===== src/eic_pkg.sv =====
// What this block does
// Clear-error opcode clears flags by type field
// Type 0 all, 1..5 one flag each
// Enable opcode enables irq; 255 enables globally
// Disable opcode disables irq; 255 disables globally
// Vector opcode stores value as handler entry
// Later vector command replaces stored entry
// Issuer uses vector command only in programs
// Return opcode restores saved context, resumes flow
// Handlers end with return; no fall-through
// Return ends active handler
// Taken irq saves context, jumps to vector
// Direct mode replies status 100 for all five
package eic_pkg;

  // Opcodes handled here
  localparam logic [7:0] OP_ENABLE = 8'h19;
  localparam logic [7:0] OP_DISABLE = 8'h1A;
  localparam logic [7:0] OP_CLEAR_ERR = 8'h24;
  localparam logic [7:0] OP_VECTOR = 8'h25;
  localparam logic [7:0] OP_RETURN = 8'h26;
  localparam logic [7:0] TYPE_GLOBAL = 8'hFF;
  localparam logic [7:0] STATUS_OK = 8'h64;

  // Clear-error type codes
  localparam logic [7:0] CLR_ALL = 8'h00;
  localparam logic [7:0] CLR_LAST = 8'h05;

  // Error flag bit positions
  localparam int NUM_ERR = 5;
  localparam int ERR_TIMEOUT = 0;
  localparam int ERR_ALARM = 1;
  localparam int ERR_DEVIATION = 2;
  localparam int ERR_POSITION = 3;
  localparam int ERR_SHUTDOWN = 4;

  // Event status bits
  localparam int NUM_EVT = 3;
  localparam int EVT_ENTER = 0;
  localparam int EVT_RETURN = 1;
  localparam int EVT_ERROR = 2;

  // Register map, byte addresses
  localparam int ADDR_W = 8;
  localparam logic [7:0] ADDR_ERR = 8'h00;
  localparam logic [7:0] ADDR_ENABLE = 8'h04;
  localparam logic [7:0] ADDR_EVENT = 8'h08;
  localparam logic [7:0] ADDR_MASK = 8'h0C;
  localparam logic [7:0] ADDR_STATE = 8'h10;
  localparam logic [7:0] ADDR_VEC_BASE = 8'h40;
  localparam int STATE_HANDLER = 0;
  localparam int STATE_GLOBAL = 1;
  localparam int STATE_ACTIVE_LSB = 8;
  localparam logic [1:0] RESP_OKAY = 2'h0;
  localparam logic [1:0] RESP_DECERR = 2'h3;

  // Command from the frame decoder or program fetch
  typedef struct packed {
    logic direct;
    logic [7:0] opcode;
    logic [7:0] itype;
    logic [7:0] bank;
    logic [31:0] value;
  } eic_cmd_t;

  // Direct-mode reply
  typedef struct packed {
    logic [7:0] status;
    logic [7:0] opcode;
    logic [31:0] value;
  } eic_reply_t;

  // Interpreter context saved across a handler
  typedef struct packed {
    logic [31:0] accu;
    logic [31:0] xreg;
    logic [7:0] flags;
    logic [31:0] pc;
  } eic_ctx_t;

endpackage


===== src/eic_axil_slave.sv =====
module eic_axil_slave import eic_pkg::*; (
  input wire logic clk_i, // System clock
  input wire logic reset_i, // Sync reset, high
  input wire logic [ADDR_W-1:0] s_awaddr, // Write address
  input wire logic s_awvalid, // Write address valid
  output logic s_awready, // Write address ready
  input wire logic [31:0] s_wdata, // Write data
  input wire logic [3:0] s_wstrb, // Byte enables
  input wire logic s_wvalid, // Write data valid
  output logic s_wready, // Write data ready
  output logic [1:0] s_bresp, // Write response
  output logic s_bvalid, // Write response valid
  input wire logic s_bready, // Write response ready
  input wire logic [ADDR_W-1:0] s_araddr, // Read address
  input wire logic s_arvalid, // Read address valid
  output logic s_arready, // Read address ready
  output logic [31:0] s_rdata, // Read data
  output logic [1:0] s_rresp, // Read response
  output logic s_rvalid, // Read data valid
  input wire logic s_rready, // Read data ready
  input wire logic [31:0] rd_word_i, // Word at s_araddr
  input wire logic rd_hit_i, // s_araddr is mapped
  input wire logic wr_hit_i, // wr_addr_o is mapped
  output logic wr_en_o, // One-cycle write strobe
  output logic [ADDR_W-1:0] wr_addr_o, // Write address
  output logic [31:0] wr_data_o // Write data, strobes applied
);

  logic have_aw;
  logic have_w;
  wire aw_take = s_awvalid & s_awready;
  wire w_take = s_wvalid & s_wready;
  wire wr_go = have_aw & have_w & ~s_bvalid;
  wire ar_take = s_arvalid & s_arready;

  // Address and data may come in either order
  always_ff @(posedge clk_i) begin
    if (reset_i) begin
      have_aw <= 1'b0;
      have_w <= 1'b0;
      s_awready <= 1'b0;
      s_wready <= 1'b0;
      s_bvalid <= 1'b0;
      s_bresp <= RESP_OKAY;
      wr_en_o <= 1'b0;
      wr_addr_o <= '0;
      wr_data_o <= '0;
    end else begin
      if (aw_take) begin
        have_aw <= 1'b1;
        wr_addr_o <= s_awaddr;
      end
      if (w_take) begin
        have_w <= 1'b1;
        for (int b = 0; b < 4; b++) begin
          wr_data_o[8*b +: 8] <= s_wstrb[b] ? s_wdata[8*b +: 8] : 8'h00;
        end
      end
      s_awready <= ~have_aw & ~aw_take;
      s_wready <= ~have_w & ~w_take;
      wr_en_o <= wr_go;
      if (wr_go) begin
        have_aw <= 1'b0;
        have_w <= 1'b0;
        s_bvalid <= 1'b1;
        s_bresp <= wr_hit_i ? RESP_OKAY : RESP_DECERR;
      end else if (s_bvalid & s_bready) begin
        s_bvalid <= 1'b0;
      end
    end
  end

  // Read answers one cycle after the address is taken
  always_ff @(posedge clk_i) begin
    if (reset_i) begin
      s_arready <= 1'b0;
      s_rvalid <= 1'b0;
      s_rdata <= '0;
      s_rresp <= RESP_OKAY;
    end else begin
      s_arready <= ~s_rvalid & ~ar_take & ~s_arready;
      if (ar_take) begin
        s_rvalid <= 1'b1;
        s_rdata <= rd_hit_i ? rd_word_i : 32'h0000_0000;
        s_rresp <= rd_hit_i ? RESP_OKAY : RESP_DECERR;
      end else if (s_rvalid & s_rready) begin
        s_rvalid <= 1'b0;
      end
    end
  end

endmodule


===== src/eic_core.sv =====
// Implementation choices: the AXI4-Lite interface to the registers and the register addresses.
module eic_core import eic_pkg::*; #(
  parameter int NUM_IRQ = 16
) (
  input wire logic clk_i, // System clock, 10 MHz
  input wire logic reset_i, // Sync reset, high
  input wire logic cmd_valid_i, // Command offered
  input wire eic_cmd_t cmd_i, // Command fields
  output logic cmd_ready_o, // Command accepted
  output logic rsp_valid_o, // Direct-mode reply pulse
  output eic_reply_t rsp_o, // Reply fields
  input wire logic [NUM_IRQ-1:0] irq_req_i, // Interrupt source pulses
  input wire logic boundary_i, // Interpreter between instructions
  input wire eic_ctx_t ctx_i, // Live interpreter context
  output logic jump_valid_o, // Enter handler pulse
  output logic [31:0] jump_pc_o, // Handler entry address
  output logic restore_valid_o, // Handler return pulse
  output eic_ctx_t restore_o, // Context to reload
  input wire logic [NUM_ERR-1:0] err_set_i, // Error flag set pulses
  output logic [NUM_ERR-1:0] err_flags_o, // Error flags
  input wire logic [ADDR_W-1:0] s_awaddr, // AXI write address
  input wire logic s_awvalid, // AXI write address valid
  output logic s_awready, // AXI write address ready
  input wire logic [31:0] s_wdata, // AXI write data
  input wire logic [3:0] s_wstrb, // AXI byte enables
  input wire logic s_wvalid, // AXI write data valid
  output logic s_wready, // AXI write data ready
  output logic [1:0] s_bresp, // AXI write response
  output logic s_bvalid, // AXI write response valid
  input wire logic s_bready, // AXI write response ready
  input wire logic [ADDR_W-1:0] s_araddr, // AXI read address
  input wire logic s_arvalid, // AXI read address valid
  output logic s_arready, // AXI read address ready
  output logic [31:0] s_rdata, // AXI read data
  output logic [1:0] s_rresp, // AXI read response
  output logic s_rvalid, // AXI read data valid
  input wire logic s_rready, // AXI read data ready
  output logic irq_o // Unmasked event pending
);

  localparam int IDX_W = (NUM_IRQ > 1) ? $clog2(NUM_IRQ) : 1;
  localparam logic [7:0] IRQ_COUNT = 8'(NUM_IRQ);

  // Handler state
  typedef enum logic {
    EIC_NORMAL,
    EIC_HANDLER
  } eic_mode_t;

  eic_mode_t mode;
  eic_mode_t next_mode;
  logic global_en;
  logic [NUM_IRQ-1:0] irq_enable;
  logic [NUM_IRQ-1:0] irq_pending;
  logic [31:0] vec_table [NUM_IRQ];
  eic_ctx_t saved_ctx;
  logic [IDX_W-1:0] active_irq;
  logic [NUM_EVT-1:0] evt_status;
  logic [NUM_EVT-1:0] evt_mask;
  logic [NUM_ERR-1:0] err_flags;

  // Command decode
  wire cmd_fire = cmd_valid_i & cmd_ready_o;
  wire is_enable = cmd_i.opcode == OP_ENABLE;
  wire is_disable = cmd_i.opcode == OP_DISABLE;
  wire is_clear = cmd_i.opcode == OP_CLEAR_ERR;
  wire is_vector = cmd_i.opcode == OP_VECTOR;
  wire is_return = cmd_i.opcode == OP_RETURN;
  wire is_ours = is_enable | is_disable | is_clear | is_vector | is_return;
  wire type_global = cmd_i.itype == TYPE_GLOBAL;
  wire type_in_range = cmd_i.itype < IRQ_COUNT;
  wire [IDX_W-1:0] type_idx = cmd_i.itype[IDX_W-1:0];
  wire do_enable = cmd_fire & is_enable;
  wire do_disable = cmd_fire & is_disable;
  wire do_clear = cmd_fire & is_clear;
  wire do_vector = cmd_fire & is_vector & type_in_range;
  // Return outside a handler has no saved context to reload
  wire do_return = cmd_fire & is_return & (mode == EIC_HANDLER);

  // Clear mask from the type field; unknown codes clear nothing
  logic [NUM_ERR-1:0] clr_sel;
  always_comb begin
    clr_sel = '0;
    if (cmd_i.itype == CLR_ALL) begin
      clr_sel = '1;
    end else if (cmd_i.itype <= CLR_LAST) begin
      clr_sel[cmd_i.itype[2:0] - 3'h1] = 1'b1;
    end
  end
  wire [NUM_ERR-1:0] err_clr = do_clear ? clr_sel : '0;

  // Lowest numbered enabled pending source wins
  wire [NUM_IRQ-1:0] irq_ready = irq_pending & irq_enable;
  logic [IDX_W-1:0] pick_idx;
  always_comb begin
    pick_idx = '0;
    for (int i = NUM_IRQ - 1; i >= 0; i--) begin
      if (irq_ready[i]) begin
        pick_idx = IDX_W'(i);
      end
    end
  end
  // A command in flight holds off entry so context is not torn
  wire take_irq = global_en & (mode == EIC_NORMAL) & boundary_i & ~cmd_valid_i & (|irq_ready);

  // Handler mode
  always_comb begin
    next_mode = mode;
    unique case (mode)
      EIC_NORMAL: begin
        if (take_irq) begin
          next_mode = EIC_HANDLER;
        end
      end
      EIC_HANDLER: begin
        if (do_return) begin
          next_mode = EIC_NORMAL;
        end
      end
    endcase
  end

  // Enables: 255 is the global switch, others per source
  logic [NUM_IRQ-1:0] next_enable;
  always_comb begin
    next_enable = irq_enable;
    if (do_enable & ~type_global & type_in_range) begin
      next_enable[type_idx] = 1'b1;
    end
    if (do_disable & ~type_global & type_in_range) begin
      next_enable[type_idx] = 1'b0;
    end
  end

  // Register bus
  logic wr_en;
  logic [ADDR_W-1:0] wr_addr;
  logic [31:0] wr_data;
  logic [31:0] rd_word;
  logic rd_hit;
  wire [ADDR_W-1:0] vec_rd_off = s_araddr - ADDR_VEC_BASE;
  wire vec_rd_hit = (s_araddr >= ADDR_VEC_BASE) & (vec_rd_off[1:0] == 2'h0)
                    & ({2'h0, vec_rd_off[ADDR_W-1:2]} < IRQ_COUNT);
  wire [IDX_W-1:0] vec_rd_idx = IDX_W'(vec_rd_off[ADDR_W-1:2]);
  wire wr_hit = (wr_addr == ADDR_EVENT) | (wr_addr == ADDR_MASK);
  wire wr_event = wr_en & (wr_addr == ADDR_EVENT);
  wire wr_mask = wr_en & (wr_addr == ADDR_MASK);

  // Read selection; read-only words ignore writes
  always_comb begin
    rd_word = 32'h0000_0000;
    rd_hit = 1'b1;
    unique case (s_araddr)
      ADDR_ERR: rd_word = 32'(err_flags);
      ADDR_ENABLE: rd_word = 32'(irq_enable);
      ADDR_EVENT: rd_word = 32'(evt_status);
      ADDR_MASK: rd_word = 32'(evt_mask);
      ADDR_STATE: begin
        rd_word[STATE_HANDLER] = mode == EIC_HANDLER;
        rd_word[STATE_GLOBAL] = global_en;
        rd_word[STATE_ACTIVE_LSB +: IDX_W] = active_irq;
      end
      default: begin
        rd_hit = vec_rd_hit;
        rd_word = vec_rd_hit ? vec_table[vec_rd_idx] : 32'h0000_0000;
      end
    endcase
  end

  eic_axil_slave u_bus (
    .clk_i(clk_i),
    .reset_i(reset_i),
    .s_awaddr(s_awaddr),
    .s_awvalid(s_awvalid),
    .s_awready(s_awready),
    .s_wdata(s_wdata),
    .s_wstrb(s_wstrb),
    .s_wvalid(s_wvalid),
    .s_wready(s_wready),
    .s_bresp(s_bresp),
    .s_bvalid(s_bvalid),
    .s_bready(s_bready),
    .s_araddr(s_araddr),
    .s_arvalid(s_arvalid),
    .s_arready(s_arready),
    .s_rdata(s_rdata),
    .s_rresp(s_rresp),
    .s_rvalid(s_rvalid),
    .s_rready(s_rready),
    .rd_word_i(rd_word),
    .rd_hit_i(rd_hit),
    .wr_hit_i(wr_hit),
    .wr_en_o(wr_en),
    .wr_addr_o(wr_addr),
    .wr_data_o(wr_data)
  );

  // Events; a new event beats a same-cycle write-one clear
  logic [NUM_EVT-1:0] evt_set;
  assign evt_set[EVT_ENTER] = take_irq;
  assign evt_set[EVT_RETURN] = do_return;
  assign evt_set[EVT_ERROR] = |err_set_i;
  wire [NUM_EVT-1:0] evt_clr = wr_event ? wr_data[NUM_EVT-1:0] : '0;

  // Error flags: hardware set wins over a same-cycle clear
  always_ff @(posedge clk_i) begin
    if (reset_i) begin
      err_flags <= '0;
    end else begin
      err_flags <= (err_flags & ~err_clr) | err_set_i;
    end
  end

  // Interrupt control state
  always_ff @(posedge clk_i) begin
    if (reset_i) begin
      global_en <= 1'b0;
      irq_enable <= '0;
      irq_pending <= '0;
      mode <= EIC_NORMAL;
      active_irq <= '0;
    end else begin
      if ((do_enable | do_disable) & type_global) begin
        global_en <= do_enable;
      end
      irq_enable <= next_enable;
      irq_pending <= (irq_pending & ~(take_irq ? NUM_IRQ'(1) << pick_idx : '0))
                     | irq_req_i;
      mode <= next_mode;
      if (take_irq) begin
        active_irq <= pick_idx;
      end
    end
  end

  // Vector table, one word per source, last write stays
  always_ff @(posedge clk_i) begin
    if (reset_i) begin
      for (int i = 0; i < NUM_IRQ; i++) begin
        vec_table[i] <= 32'h0000_0000;
      end
    end else if (do_vector) begin
      vec_table[type_idx] <= cmd_i.value;
    end
  end

  // Context save on entry, reload on return
  always_ff @(posedge clk_i) begin
    if (reset_i) begin
      saved_ctx <= '0;
      jump_valid_o <= 1'b0;
      jump_pc_o <= 32'h0000_0000;
      restore_valid_o <= 1'b0;
      restore_o <= '0;
    end else begin
      jump_valid_o <= take_irq;
      restore_valid_o <= do_return;
      if (take_irq) begin
        saved_ctx <= ctx_i;
        jump_pc_o <= vec_table[pick_idx];
      end
      if (do_return) begin
        restore_o <= saved_ctx;
      end
    end
  end

  // Direct-mode reply; value carries nothing
  always_ff @(posedge clk_i) begin
    if (reset_i) begin
      cmd_ready_o <= 1'b0;
      rsp_valid_o <= 1'b0;
      rsp_o <= '0;
    end else begin
      cmd_ready_o <= 1'b1;
      rsp_valid_o <= cmd_fire & is_ours & cmd_i.direct;
      if (cmd_fire & is_ours & cmd_i.direct) begin
        rsp_o.status <= STATUS_OK;
        rsp_o.opcode <= cmd_i.opcode;
        rsp_o.value <= 32'h0000_0000;
      end
    end
  end

  // Event status, mask and interrupt line
  always_ff @(posedge clk_i) begin
    if (reset_i) begin
      evt_status <= '0;
      evt_mask <= '0;
      irq_o <= 1'b0;
    end else begin
      evt_status <= (evt_status & ~evt_clr) | evt_set;
      if (wr_mask) begin
        evt_mask <= wr_data[NUM_EVT-1:0];
      end
      irq_o <= |(((evt_status & ~evt_clr) | evt_set) & evt_mask);
    end
  end

  assign err_flags_o = err_flags;

endmodule


===== config.mk =====
export PLATFORM = sky130hd
export DESIGN_NAME = eic_core
export DESIGN_NICKNAME = d
export VERILOG_FILES = /design/src/eic_pkg.sv /design/src/eic_axil_slave.sv /design/src/eic_core.sv
export SDC_FILE = /design/constraint.sdc
export NUM_CORES = 2
export LEC_CHECK = 0
export BUFFER_PORTS_ARGS = -buffer_cell sky130_fd_sc_hd__buf_2
export CORE_UTILIZATION = 48
export DETAILED_ROUTE_END_ITERATION = 6
export PLACE_DENSITY_LB_ADDON = 0.08
export SLEW_MARGIN = 20
export SYNTH_ARGS = -nofsm -noshare
export SYNTH_HDL_FRONTEND = slang
export SYNTH_SLANG_ARGS = --single-unit
export TNS_END_PERCENT = 10

===== constraint.sdc =====
create_clock -name clk_i -period 6.8 [get_ports clk_i]
set_input_delay 0.68 -clock clk_i [delete_from_list [all_inputs] [get_ports clk_i]]
set_output_delay 0.68 -clock clk_i [all_outputs]
set_load 0.05 [all_outputs]

After elaboration in Yosys (flattened, before gate mapping)
Memory sizes are Yosys's and may differ from the RTL's. A register that Yosys moved wholly into a read port is not among the register bits.
Index checks and enable logic that the tools add are counted.

storage, ports and cells
  bits in registers = 326
  input port bits = 243
  memory bits (writable) = 512
  memories kept = 1
  logic and storage cells = 193
  output and inout port bits = 235

memory list
  name       depth  width  read ports  clocked after memory_dff  wr ports  RTL line        text
  vec_table  16     32     2           1                         16        eic_core.sv:55  logic [31:0] vec_table [NUM_IRQ];

operators by class
  $lt $le $gt $ge = 8
  muxes and demuxes = 53
  equal/unequal tests = 12
  shift operators = 1
  bitwise operators = 65
  add/sub/neg operators = 2
  reductions and logical operators = 15

operators with widths
  kind                    count
  $mux W32                3
  $mux W4                 17
  $and A16 B16 Y16        3
  $mux W16                3
  $pmux W20 S2            1
  $and A1 B1 Y1           34
  $eq A8 B4 Y1 const B    4
  $not A16 Y16            2
  $or A16 B16 Y16         2
  $reduce_or A32 Y1       1
  $pmux W6 S5             1
  $eq A8 B5 Y1 const B    3
  $eq A8 B6 Y1 const B    3
  $logic_not A8 Y1        2
  $mux W1                 16
  $reduce_or A16 Y1       1
  $shl A1 B4 Y16 const A  1
  $mux W5                 3
  $pmux W4 S3             1
  $not A1 Y1              11
  $pmux W2 S5             1
  $reduce_or A5 Y1        2
  $eq A8 B3 Y1 const B    1
  $eq A8 B8 Y1 const B    1
  28 further kinds        39

Depth between registers and ports, before layout
  depth after elaboration = 22
  depth in mapped cells = 11
  mapped depth without buffers = 9

By module
A second synthesis with hierarchy kept.

unflattened totals
  cell total of the unflattened synthesis = 3779
  area total of the unflattened synthesis = 41911.4 um^2

by module, submodules not included
  module          times used  area each (um^2)  cells each
  eic_core        1           38622.0           3423
  eic_axil_slave  1           3289.4            356

Least setup slack after synthesis
No wires, ideal clock.

  path type = input port to flip-flop
  start = in cmd_i[44] (netlist bit)
  end = mem vec_table[12][0] (enable)
  setup slack = 2.255 ns
  stages = 5
  arrival time = 4.080 ns
  buffers on the path = 1
  library setup time = 0.466 ns
  required time = 6.334 ns
  path through = or4_1 nor3_1 nand2_1 clkbuf_1 o21ai_0

RTL lines
  item                RTL line        text
  start: declaration  eic_core.sv:8   input wire eic_cmd_t cmd_i,
  end: declaration    eic_core.sv:55

Final worst setup path
  start = reg irq_enable[2]
  end = reg jump_pc_o[15], read port of vec_table

on the way
  word-level cells in the longest chain between the ends = 4
  elaborated cells on any way between the ends = 6

RTL lines
  item                      RTL line         text
  start: declaration        eic_core.sv:53   logic [NUM_IRQ-1:0] irq_enable;
  start signal: assignment  eic_core.sv:226  irq_enable <= next_enable;
  $and A16 B16 Y16 (*)      eic_core.sv:93   wire [NUM_IRQ-1:0] irq_ready = irq_pending & irq_enable;
  $mux W4 (3 in a row)      eic_core.sv:98   if (irq_ready[i]) begin
  end: declaration          eic_core.sv:16   output logic [31:0] jump_pc_o,

Mark *: on every way between the ends. The rest lies on a longest branch, timed or not.
A chain may end at the register's enable or synchronous reset.

==> results_dict.tcl <==
set metrics [dict create \
    cp_top_family "compound AO/OA/AOI/OAI gates" \
    cts_setup_buffers 0 \
    fin_skew_ns 0.0226 \
    syn_area_um2 40400 \
    hold_path.class "in2reg" \
    switchingPower_uw 2620 \
    setup_tns_ns 0 \
    cellLeakagePower_uw 0.0173 \
    final_nets 4206 \
    peakVddDrop_v 0.000195 \
    chipWidth_um 292 \
    drv_slew 0 \
    max_freq_mhz 256 \
    crit_end "jump_pc_o[15]" \
    overflow 0 \
    combinationalPowerShare 0.059 \
    placed_area_um2 43300 \
    hpwl_mm 79.4 \
    drtIter0Drc 3724 \
    drc 0 \
    cts_hold_buffers 0 \
    synth_warnings 0 \
    status "complete, no violations" \
    p_per_area_nw_per_um2 244 \
    cts_tree "yes" \
    cpPeakStageDelay_ns 0.92 \
    cts.htree.levels 3 \
    grt_max_degree 89 \
    slew_headroom 0.183 \
    cp-start-kind "flip-flop" \
    layout_commonest_cell "nand2_1" \
    cp_max_fo 50 \
    via_per_inst 6.06 \
    p_clk_frac 0.435 \
    clkTransAtPathRegs_ns 0.06 \
    holdWs_ns 0.237 \
    io_buffer_count 400 \
    critPathBufInv 2 \
    p_int_uw 8640 \
    synth_cell_type_count 70 \
    crit_path_end_kind "flip-flop" \
    clk_latency_ns 0.65 \
    die-area_um2 85200 \
    ant_nets 0 \
    netlist_instances 3717 \
    crit_required_ns 7.31 \
    clock-sinks 868 \
    drv_cap 0 \
    crit_type "reg2reg" \
    design_area_um2 46300 \
    track_usage 0.320 \
    wl_per_cell_um 27.2 \
    place.gp.congestion 0.852 \
    ys_seq_area_frac 0.558 \
    power_frac_seq 0.506 \
    cp.arrival_ns 4.43 \
    hp-start "irq_req_i[3]" \
    finalCriticalPeriod_ns 3.91 \
    netSwitchingFraction 0.233 \
    drive_above_1_share 0.215 \
    die_h_um 292 \
    fin_crit_sh 0.575 \
    routed_wl_mm 139 \
    cts_buffer_depth 3 \
    grt_pass1_wl_mm 199 \
    r2r-end "jump_pc_o[15]" \
    synth_edf_count 512 \
    core-area_um2 82600 \
    path_cells "nand2_2 > buf_4 > nand3b_1 > o21ai_4 > buf_12 > mux2_2 > a221o_1 > a21oi_1 > o221ai_1" \
    initial_utilization 0.488 \
    ctsResizeCount 0 \
    drt_pass1_iterations 6 \
    antenna_found_initial 24 \
    rsz0062_at_grt "no" \
    reg2reg_slack_ns 2.89 \
    reg2reg_depth 9 \
    async_flop_share 0 \
    final_cell_mix "nand2_1 (767), and2_1 (521), edfxtp_1 (512), buf_2 (397), a21oi_1 (369)" \
    fin_ws_ns 2.89 \
    worst_slew_pin_slew_ns 1.22 \
    r2r_start "irq_enable[2]" \
    cp-startpoint "irq_enable[2]" \
    io-pin-count 478 \
    synth_area_per_cell_um2 10.9 \
    place_ws_ns 2.46 \
    hold_viol_final 0 \
    cpMaxStageDelayCell "o21ai_4" \
    finalSetupViolCount 0 \
    root_buffer "clkbuf_16" \
    numCtsBuffers 93 \
    synthFlopType "edfxtp_1" \
    cp.depth 9 \
    area.growth.synth_to_final_pct 14.6 \
    grt_pass1_vias 28900 \
    synth_seq_cells 868 \
    num_rows 105 \
    vias 31000 \
]
==> through the flow <==
| step | util | total power (µW) | instances |
|---|---|---|---|
| global placement | 0.524 | 6460 | 4931 |
| finish | 0.560 | 11300 | 5114 |
| floorplan | - | 6210 | 3753 |
| CTS | 0.559 | 11300 | 5103 |
| global route | 0.560 | 11600 | 5111 |
| detailed placement | 0.524 | 6470 | 4932 |
==> worst min path at each step <==
stage	end	depth (start not counted)
after floorplan	u_bus.s_awready	1
after global placement	restore_o[43]	2
after detailed placement	restore_o[10]	2
after CTS	irq_pending[0]	3
after global routing	irq_pending[8]	3
final	irq_pending[3]	3
==> cells in the mapped netlist (3+ instances only) <==
| cell type | n | area [µm²] |
|---|---|---|
| a22oi_1 | 28 | 210 |
| buf_1 | 32 | 120 |
| o211ai_1 | 14 | 105 |
| inv_1 | 13 | 48.8 |
| nor2_1 | 148 | 556 |
| nand3_1 | 24 | 120 |
| nor3_1 | 20 | 100 |
| a222oi_1 | 8 | 80.1 |
| a22o_1 | 6 | 52.6 |
| o21a_1 | 3 | 22.5 |
| a21oi_1 | 370 | 1850 |
| a32oi_1 | 25 | 219 |
| nor2b_1 | 4 | 25.0 |
| edfxtp_1 | 512 | 15400 |
| ha_1 | 5 | 62.6 |
| and2_1 | 522 | 3270 |
| buf_4 | 47 | 353 |
| o221ai_1 | 13 | 114 |
| a311oi_1 | 12 | 105 |
| a221o_1 | 88 | 881 |
| a2bb2oi_1 | 7 | 61.3 |
| nand2_1 | 770 | 2890 |
| a211oi_1 | 8 | 60.1 |
| a22oi_2 | 5 | 62.6 |
| mux4_2 | 163 | 3670 |
| mux2_2 | 19 | 214 |
| nand4_1 | 10 | 62.6 |
| o21ai_0 | 54 | 270 |
| dfxtp_1 | 356 | 7130 |
| a31oi_1 | 41 | 257 |
| clkbuf_1 | 224 | 841 |
| o21ai_1 | 3 | 15.0 |
| and3_1 | 16 | 100 |
| o22ai_1 | 18 | 113 |
| mux2i_1 | 10 | 100 |
| a221oi_1 | 9 | 78.8 |
| buf_2 | 56 | 280 |
| a221oi_2 | 7 | 105 |
| nand2b_1 | 6 | 37.5 |
| nor4_1 | 4 | 25.0 |
==> worst register-to-register path: stages (launching register included) <==
cell	delay, ns
dfxtp_1	0.36
nand2_2	0.08
buf_4	0.60
nand3b_1	0.30
o21ai_4	0.92
buf_12	0.40
mux2_2	0.46
a221o_1	0.29
a21oi_1	0.21
o221ai_1	0.16
==> registers in the layout (all words and copies together) (netlist names), 8 cells and up, named ones only <==
| register | cells |
|---|---|
| rsp_o | 9 |
| irq_enable | 15 |
| irq_pending | 16 |
| u_bus.s_rdata | 32 |
| u_bus.wr_addr_o | 8 |
| restore_o | 104 |
| vec_table | 512 |
| saved_ctx | 104 |
| jump_pc_o | 32 |
==> routing by layer <==
layer / global-route usage / vias to the layer above / part of all wire
li1: - / 13800 / -
met1: 0.436 / 15200 / 0.40
met2: 0.498 / 1725 / 0.45
met3: 0.0748 / 299 / 0.11
met4: 0.116 / 18 / 0.036
met5: 0 / - / 0.00086
==> layout make-up <==
type / count / area [µm²]
Antenna cell: 10 / 25.0
Clock buffer: 126 / 2560
Clock inverter: 45 / 339
Fill cell: 7147 / 36400
Inverter: 14 / 52.6
Multi-Input combinational cell: 2510 / 16800
Sequential cell: 868 / 22500
Tap cell: 1070 / 1340
Timing Repair Buffer: 471 / 2650
==> power by group through the flow <==
stage,clock network [µW],logic [µW],registers (µW)
6_report,4900,663,5700
5_1_grt,5170,693,5710
4_1_cts,4950,655,5700
3_5_place_dp,0,654,5810
3_3_place_gp,0,650,5810
2_1_floorplan,0,383,5820
==> cell families after synthesis <==
| logic type | count (synthesis) | synth area share |
|---|---|---|
| AO/OA/AOI/OAI | 735 | 0.119 |
| adder cells (fa/ha/maj) | 5 | 0.00155 |
| buffers and inverters | 375 | 0.0414 |
| flip-flops | 868 | 0.558 |
| multiplexers | 194 | 0.0993 |
| other | 1 | 0.0000929 |
| AND/OR/NAND/NOR | 1539 | 0.181 |
(Power assumes the default switching activity.)
